`src/rtl/dbgbk_map.svh`:
```
// Purpose: constants for the debug breakpoint and force-reset block
// Assumes: included by the package and by dbgbk_top
// Notes:   no offsets exist; only the match register sits outside the memory map
`ifndef DBGBK_MAP_SVH
`define DBGBK_MAP_SVH

`define DBGBK_ADDR_W        16
`define DBGBK_DATA_W        8
`define DBGBK_BKPT_RST      16'h0000
`define DBGBK_FRST_RST      8'h00
`define DBGBK_FRST_READ     8'h00
`define DBGBK_FRST_BIT      0
`define DBGBK_CMD_NONE      2'h0
`define DBGBK_CMD_RD_BKPT   2'h1
`define DBGBK_CMD_WR_BKPT   2'h2
`define DBGBK_CMD_WR_FRST   2'h3

`endif

```
`src/rtl/dbgbk_pkg.sv`:
```
// Purpose: types for the debug breakpoint and force-reset block
// Assumes: dbgbk_map.svh gives the figures
// Notes:   command codes come from the serial command decoder
`include "dbgbk_map.svh"

package dbgbk_pkg;

   typedef logic [`DBGBK_ADDR_W-1:0] dbgbk_addr_t;
   typedef logic [`DBGBK_DATA_W-1:0] dbgbk_byte_t;

   typedef enum logic [1:0] {
      DBGBK_CMD_NONE    = 2'b00,
      DBGBK_CMD_RD_BKPT = 2'b01,
      DBGBK_CMD_WR_BKPT = 2'b10,
      DBGBK_CMD_WR_FRST = 2'b11
   } dbgbk_cmd_t;

   typedef enum logic [1:0] {
      DBGBK_ST_IDLE   = 2'b00,
      DBGBK_ST_TAGGED = 2'b01,
      DBGBK_ST_REQ    = 2'b10
   } dbgbk_state_t;

endpackage

```
`src/rtl/dbgbk_match.sv`:
```
// Purpose: registered breakpoint address comparator
// Assumes: cpu address valid when bus cycle strobe high
// Notes:   one cycle of latency; hit is a pulse
`timescale 1ns/100ps

module dbgbk_match
   import dbgbk_pkg::*;
(
   input  wire logic        clk_i,
   input  wire logic        rst_i,
   input  wire logic        enable_i,
   input  wire dbgbk_addr_t match_addr_i,
   input  wire dbgbk_addr_t cpu_addr_i,
   input  wire logic        cpu_cycle_i,
   output logic             hit_o
);
   import dbgbk_pkg::*;

   wire equal_w;
   wire hit_w;

   // ----------------------------------------
   // compare
   // ----------------------------------------
   // compare every bus cycle, user or background
   assign equal_w = (cpu_addr_i == match_addr_i);
   // enable clear masks the match register entirely
   assign hit_w   = enable_i & cpu_cycle_i & equal_w;

   always_ff @(posedge clk_i or posedge rst_i) begin
      if (rst_i) begin
         hit_o <= 1'b0;
      end else begin
         hit_o <= hit_w;
      end
   end

endmodule

```
`src/rtl/dbgbk_top.sv`:
```
// Purpose: debug breakpoint match register and host force-reset register
// Assumes: serial debug decoder delivers one-cycle command strobes
// Notes:   enable and force/tag bits live in the status/control register
//
// Function
// - 16-bit breakpoint match register compared against cpu address bus.
// - breakpoint enable and force/tag select gate and configure matching.
// - match register reached only by serial read/write breakpoint commands.
// - user program writes to force-reset register are ignored.
// - force-reset register reads zero, resets zero, only bit 0 writable.
// - host writing one to force-reset bit asserts full system reset.
// - enable clear disables breakpoint, ignores force/tag and address.
// - force: request at instruction boundary; tag: request if opcode executes.
`timescale 1ns/100ps
`include "dbgbk_map.svh"

module dbgbk_top
   import dbgbk_pkg::*;
(
   input  wire logic        CLK_I,
   input  wire logic        SYS_RST_I,
   input  wire dbgbk_cmd_t  CMD_I,
   input  wire dbgbk_addr_t CMD_WDATA_I,
   input  wire logic        USER_WR_FRST_I,
   input  wire dbgbk_byte_t USER_WDATA_I,
   input  wire logic        BKPT_ENABLE_I,
   input  wire logic        FORCE_TAG_SEL_I,
   input  wire dbgbk_addr_t CPU_ADDR_I,
   input  wire logic        CPU_CYCLE_I,
   input  wire logic        CPU_OPCODE_FETCH_I,
   input  wire logic        CPU_INSTR_BOUND_I,
   input  wire logic        CPU_EXEC_TAGGED_I,
   input  wire logic        CPU_FLUSH_I,
   output dbgbk_addr_t      CMD_RDATA_O,
   output logic             CMD_RVALID_O,
   output dbgbk_byte_t      FRST_RDATA_O,
   output logic             FORCE_RESET_O,
   output logic             TAG_OPCODE_O,
   output logic             BGND_REQ_O
);
   import dbgbk_pkg::*;

   dbgbk_addr_t  bkpt_ff;
   dbgbk_addr_t  nxt_bkpt;
   dbgbk_state_t state_ff;
   dbgbk_state_t nxt_state;
   logic         tag_ff;
   logic         bgnd_ff;
   logic         frst_ff;

   wire          wr_bkpt_w;
   wire          rd_bkpt_w;
   wire          wr_frst_w;
   wire          hit_w;
   wire          force_hit_w;
   wire          tag_hit_w;

   // ----------------------------------------
   // command decode
   // ----------------------------------------
   // only serial strobes reach the match register
   assign wr_bkpt_w = (CMD_I == DBGBK_CMD_WR_BKPT);
   assign rd_bkpt_w = (CMD_I == DBGBK_CMD_RD_BKPT);
   // user write strobe is deliberately never decoded
   assign wr_frst_w = (CMD_I == DBGBK_CMD_WR_FRST) & CMD_WDATA_I[`DBGBK_FRST_BIT];
   assign nxt_bkpt  = wr_bkpt_w ? CMD_WDATA_I : bkpt_ff;

   // ----------------------------------------
   // match register
   // ----------------------------------------
   always_ff @(posedge CLK_I or posedge SYS_RST_I) begin
      if (SYS_RST_I) begin
         bkpt_ff <= `DBGBK_BKPT_RST;
      end else begin
         bkpt_ff <= nxt_bkpt;
      end
   end

   always_ff @(posedge CLK_I or posedge SYS_RST_I) begin
      if (SYS_RST_I) begin
         CMD_RDATA_O  <= `DBGBK_BKPT_RST;
         CMD_RVALID_O <= 1'b0;
      end else begin
         CMD_RDATA_O  <= rd_bkpt_w ? bkpt_ff : CMD_RDATA_O;
         CMD_RVALID_O <= rd_bkpt_w;
      end
   end

   // ----------------------------------------
   // force reset
   // ----------------------------------------
   // pulse is one cycle; the system reset it triggers clears it anyway
   always_ff @(posedge CLK_I or posedge SYS_RST_I) begin
      if (SYS_RST_I) begin
         frst_ff      <= 1'b0;
         FRST_RDATA_O <= `DBGBK_FRST_RST;
      end else begin
         frst_ff      <= wr_frst_w;
         FRST_RDATA_O <= `DBGBK_FRST_READ;
      end
   end
   assign FORCE_RESET_O = frst_ff;

   // ----------------------------------------
   // breakpoint sequencing
   // ----------------------------------------
   dbgbk_match u_match (
      .clk_i        (CLK_I),
      .rst_i        (SYS_RST_I),
      .enable_i     (BKPT_ENABLE_I),
      .match_addr_i (bkpt_ff),
      .cpu_addr_i   (CPU_ADDR_I),
      .cpu_cycle_i  (CPU_CYCLE_I),
      .hit_o        (hit_w)
   );

   // force/tag only matters once enable passed the hit
   assign force_hit_w = hit_w & FORCE_TAG_SEL_I;
   assign tag_hit_w   = hit_w & ~FORCE_TAG_SEL_I & CPU_OPCODE_FETCH_I;

   always_comb begin
      nxt_state = state_ff;
      case (state_ff)
         DBGBK_ST_IDLE: begin
            if (force_hit_w) begin
               nxt_state = DBGBK_ST_REQ;
            end else if (tag_hit_w) begin
               nxt_state = DBGBK_ST_TAGGED;
            end
         end
         DBGBK_ST_TAGGED: begin
            // flushed tag never executes, so no break
            if (CPU_FLUSH_I | ~BKPT_ENABLE_I) begin
               nxt_state = DBGBK_ST_IDLE;
            end else if (CPU_EXEC_TAGGED_I) begin
               nxt_state = DBGBK_ST_REQ;
            end
         end
         DBGBK_ST_REQ: begin
            // request held until the cpu reaches a boundary
            if (CPU_INSTR_BOUND_I) begin
               nxt_state = DBGBK_ST_IDLE;
            end
         end
         default: begin
            nxt_state = DBGBK_ST_IDLE;
         end
      endcase
   end

   always_ff @(posedge CLK_I or posedge SYS_RST_I) begin
      if (SYS_RST_I) begin
         state_ff <= DBGBK_ST_IDLE;
         tag_ff   <= 1'b0;
         bgnd_ff  <= 1'b0;
      end else begin
         state_ff <= nxt_state;
         tag_ff   <= tag_hit_w & (state_ff == DBGBK_ST_IDLE);
         bgnd_ff  <= (nxt_state == DBGBK_ST_REQ);
      end
   end
   assign TAG_OPCODE_O = tag_ff;
   assign BGND_REQ_O   = bgnd_ff;

endmodule
```
`config.mk`:
```
export PLATFORM = sky130hd
export DESIGN_NAME = dbgbk_top
export DESIGN_NICKNAME = d
export VERILOG_FILES = /design/src/rtl/dbgbk_pkg.sv /design/src/rtl/dbgbk_match.sv /design/src/rtl/dbgbk_top.sv
export VERILOG_INCLUDE_DIRS = /design/src /design/src/rtl
export SDC_FILE = /design/constraint.sdc
export NUM_CORES = 1
export LEC_CHECK = 0
export BUFFER_PORTS_ARGS = -buffer_cell sky130_fd_sc_hd__buf_2
export CAP_MARGIN = 15
export CORE_MARGIN = 1.5
export CORE_UTILIZATION = 42
export CTS_CLUSTER_DIAMETER = 50
export DETAILED_ROUTE_END_ITERATION = 7
export GPL_ROUTABILITY_DRIVEN = 0
export PLACE_DENSITY_LB_ADDON = 0.3
export SETUP_SLACK_MARGIN = 0.3
export SLEW_MARGIN = 20
export SYNTH_ARGS = -nofsm -noshare
export SYNTH_HDL_FRONTEND = slang
export SYNTH_HIERARCHICAL = 1
export SYNTH_SLANG_ARGS = --single-unit
export TNS_END_PERCENT = 20
```
`constraint.sdc`:
```
create_clock -name CLK_I -period 1.3 [get_ports CLK_I]
set_input_delay 0.13 -clock CLK_I [delete_from_list [all_inputs] [get_ports CLK_I]]
set_output_delay 0.13 -clock CLK_I [all_outputs]
set_load 0.005 [all_outputs]
```
Word level (Yosys, flattened, before mapping)
Index checks and enable logic that the tools add are counted.
{ "word_totals": {"reg_bits": 39, "elab_cells": 32, "output_inout_bits": 28} }
{ "classes": {"mux": 6, "n_eq_ne": 7, "reduce_logical": 1, "bitwise_logic": 10} }
{ "ops": {"columns": ["operator", "n"], "rows": [
  ["$eq A16 B16 Y1", 1],
  ["$mux W2", 5],
  ["$eq A2 B2 Y1 const B", 4],
  ["$and A1 B1 Y1", 7],
  ["$pmux W2 S3", 1],
  ["$eq A2 B1 Y1 const B", 2],
  ["$logic_not A2 Y1", 1],
  ["$not A1 Y1", 2],
  ["$or A1 B1 Y1", 1]
]} }

Depth between registers and ports, before layout
{ "logic_depth": {"ltp_word": 7, "depth_mapped": 4, "ltp_nobuf": 4} }

Hierarchy
The synthesis kept the hierarchy.
{ "modules_own_cells": {"columns": ["module", "n_inst", "cells_each", "area_per_inst_um2"], "rows": [
  ["dbgbk_top", 1, 96, 1601.5],
  ["dbgbk_match", 1, 24, 212.7]
]} }

Worst setup path before layout
OpenSTA, ideal clock, no wires.
{ "synth_path": {"path_kind": "reg-to-reg", "from": "register bkpt_ff[6]", "to": "register u_match.hit_o", "path_slack_ps": -51, "n_path_buf": 0, "t_arrival_ps": 1256, "path_stages_with_launch": 5, "cell_sequence": "dfrtp_1 -> xnor2_1 -> nand4_1 -> or4_1 -> nor4_2"} }
{ "synth_between": {"elab_chain_cells": 2} }
{ "synth_rtl": {"columns": ["item", "line", "rtl"], "rows": [
  ["start, declared", "dbgbk_top.sv:43", "dbgbk_addr_t bkpt_ff;"],
  ["start signal, assigned", "dbgbk_top.sv:73", "bkpt_ff <= `DBGBK_BKPT_RST;"],
  ["start signal, assigned", "dbgbk_top.sv:75", "bkpt_ff <= nxt_bkpt;"],
  ["$eq A16 B16 Y1", "dbgbk_match.sv:26", "assign equal_w = (cpu_addr_i == match_addr_i);"],
  ["$and A1 B1 Y1", "dbgbk_match.sv:28", "assign hit_w = enable_i & cpu_cycle_i & equal_w;"],
  ["via u_match.hit_w", "dbgbk_match.sv:20", "wire hit_w;"],
  ["end signal, assigned", "dbgbk_match.sv:34", "hit_o <= hit_w;"],
  ["end, declared", "dbgbk_match.sv:15", "output logic hit_o"]
]} }
The timed path passes the listed nets, and every way through them passes these cells.
A chain may end at the register's enable or synchronous reset.

Worst setup path after layout
{ "layout_path": {"from": "register bkpt_ff[10]", "to": "register u_match.hit_o"} }
Same word-level chain as after synthesis.

==> flow_metrics.env <==
export IMPL_rsz0062_at_grt="yes"
export IMPL_grt_max_degree=21
export IMPL_avgSynthCellArea_um2=15.1
export IMPL_ant_nets=0
export IMPL_dpl_hpwl_mm=2.76
export IMPL_clock_path_buffers=2
export IMPL_cts_htree_levels=2
export IMPL_antenna_cells=0
export IMPL_vias_per_cell=4.57
export IMPL_drv_cap=0
export IMPL_crit_path_max_fanout=2
export IMPL_yosysWarnings=6
export IMPL_post_place_cells=241
export IMPL_seqCellArea_um2=976
export IMPL_num_io_pins=80
export IMPL_final_cell_mix="buf_2 (62), dfrtp_1 (39), mux2_4 (19)"
export IMPL_finClkSkew_ps=4.02
export IMPL_start_util_pct=44.4
export IMPL_status="finished, violations left"
export IMPL_period_needed_ps=1430
export IMPL_first_global_vias=1219
export IMPL_fmax_ghz=0.697
export IMPL_die_x_um=68.7
export IMPL_power_density_nw_per_um2=1320
export IMPL_clk_latency_ps=280
export IMPL_core_area_um2=4090
export IMPL_required_ps=1500
export IMPL_drc=0
export IMPL_cts_buffers=5
export IMPL_final_cells=251
export IMPL_timing_final_ws_setup_ps=-135
export IMPL_portBuffers=62
export IMPL_final_hold_violation_count=0
export IMPL_critical_path_class="reg -> reg"
export IMPL_synth_area_um2=1810
export IMPL_antenna_found_initial=0
export IMPL_violations="setup timing"
export IMPL_clk_pin_slew_ps=70
export IMPL_clkSinkCount=39
export IMPL_dr_pass1_iters=4
export IMPL_routedWlPerCell_um=14.4
export IMPL_final_nets=252
export IMPL_drt_iter0_markers=42
export IMPL_tns_ps=-135
export IMPL_overflow=0
export IMPL_die_y_um=68.7
export IMPL_cts_root_buf="clkbuf_8"
export IMPL_ys_ff_latch=39
export IMPL_fin_crit_sh_pct=110
export IMPL_worstSetupStartpointType="flop"
export IMPL_multi_input_area_um2=774
export IMPL_pre_cts_slack_ps=-149
export IMPL_yosysSeqAreaShare_pct=53.8
export IMPL_cp_end_kind="flop"
export IMPL_drive_gt1_share_pct=55.7
export IMPL_area_delta_synth_final_pct=31.3
export IMPL_drv_slew=0
export IMPL_wl_mm=3.60
export IMPL_track_usage_pct=17.0
export IMPL_dr_total_vias=1148
export IMPL_syn_inst=120
export IMPL_rows=23
export IMPL_dieArea_um2=4720
export IMPL_filler_cell_count=363
export IMPL_grt_pass1_wl_mm=5.64
export IMPL_final_core_util_pct=58.3
export IMPL_vdd_ir_drop_max_v=0.000634
export IMPL_hold_path_class="in -> reg"
export IMPL_final_common_cell="buf_2"
export IMPL_ys_types=25
export IMPL_crit_arrival_ps=1630
export IMPL_cts_tree="built"
export IMPL_p_leak_nw=1.19
export IMPL_finalSetupViolCount=1
## kinds of logic after synthesis
family | after synthesis | synth area share [%]
XOR/XNOR | 16 | 7.72
buffers and inverters | 15 | 7.10
flip-flops | 39 | 53.8
AND/OR/NAND/NOR | 14 | 5.93
AO/OA/AOI/OAI | 3 | 1.45
other | 1 | 0.207
multiplexers | 32 | 23.8
## routing by layer
layer  track usage [%]  vias to the layer above  wire length [um]
li1                  -                      557                 -
met4              4.41                        0                30
met2              29.7                       52              1800
met3              6.33                        4               288
met5                 0                        -                 0
met1              19.5                      535              1490
## synth_stat cells
| cell type | number | area (um^2) |
|---|---|---|
| buf_8 | 1 | 15.0 |
| conb_1 | 1 | 3.75 |
| buf_12 | 1 | 20.0 |
| buf_4 | 8 | 60.1 |
| mux2_4 | 19 | 285 |
| mux2_2 | 2 | 22.5 |
| dfrtp_1 | 39 | 976 |
| or4_1 | 1 | 7.51 |
| inv_1 | 3 | 11.3 |
| xor2_1 | 3 | 26.3 |
| and3_1 | 1 | 6.26 |
| nor4b_1 | 1 | 8.76 |
| mux2_1 | 11 | 124 |
| nand4_1 | 3 | 18.8 |
| a22o_1 | 1 | 8.76 |
| nor2b_1 | 2 | 12.5 |
| and2_1 | 1 | 6.26 |
| and4bb_2 | 1 | 12.5 |
| nor3b_1 | 1 | 7.51 |
| nand3_1 | 1 | 5.00 |
| xnor2_1 | 13 | 114 |
| buf_6 | 2 | 22.5 |
| nor4bb_1 | 1 | 10.0 |
| a211o_1 | 2 | 17.5 |
| nor4_2 | 1 | 12.5 |
## worst max-delay path, cell delays in order, from the launching register on
cell	delay, ps
dfrtp_1	400
xnor2_1	160
nand4_1	140
or4_4	510
nor4_4	130
## path summary, 6_finish.rpt
path	slack (ps)	from	depth (start not counted)	endpoint
min reg2reg	500	CMD_RDATA_O[13]$_DFFE_PP0P_	1	CMD_RDATA_O[13]$_DFFE_PP0P_
max reg2reg	-130	bkpt_ff[10]$_DFFE_PP0N_	4	u_match/hit_o$_DFF_PP0_
min in group asynchronous	240	SYS_RST_I	3	u_match/hit_o$_DFF_PP0_
min	70	CMD_WDATA_I[4]	2	bkpt_ff[4]$_DFFE_PP0N_
max in group asynchronous	630	SYS_RST_I	4	bkpt_ff[12]$_DFFE_PP0N_
max	-130	bkpt_ff[10]$_DFFE_PP0N_	4	u_match/hit_o$_DFF_PP0_
## stage by stage
stage          power (mW)  instance area [um^2]  hold slack [ps]
2_1_floorplan        1.96                  1840             -141
3_3_place_gp         2.25                  2230            -19.3
3_5_place_dp         2.29                  2230            -10.6
4_1_cts              3.18                  2360             54.1
5_1_grt              3.35                  2380             58.8
6_report             3.15                  2380             66.0
## state kept, by name, indices dropped and copies added, names as in the netlist
signal,cells
BGND_REQ_O,1
CMD_RDATA_O,16
CMD_RVALID_O,1
FORCE_RESET_O,1
TAG_OPCODE_O,1
bkpt_ff,16
state_ff,2
u_match/hit_o,1
## where the power goes
group          total (mW)  leakage (nW)  switching, mW  internal (mW)
logic               0.735         0.670          0.262          0.473
registers            1.54         0.473          0.129           1.41
clock network       0.872        0.0515          0.388          0.484
total                3.15          1.19          0.779           2.37
## timing repair
| action | CTS | global route |
|---|---|---|
| endpoints found under the setup margin | 5 | 5 |
| hold endpoints to repair | 39 | 0 |
| resized for setup | 3 | 2 |
| hold buffers | 1 | 0 |
| setup buffers | 1 | 0 |
| pin swaps | 7 | 6 |
## cell type report
type                            instances  share of cell area [%]
Inverter                                3                   0.473
Timing Repair Buffer                   78                    19.2
Sequential cell                        39                    41.0
Multi-Input combinational cell         73                    32.5
Tap cell                               50                    2.63
Clock buffer                            8                    4.20
Note: power is estimated with default switching activity, not from simulation.
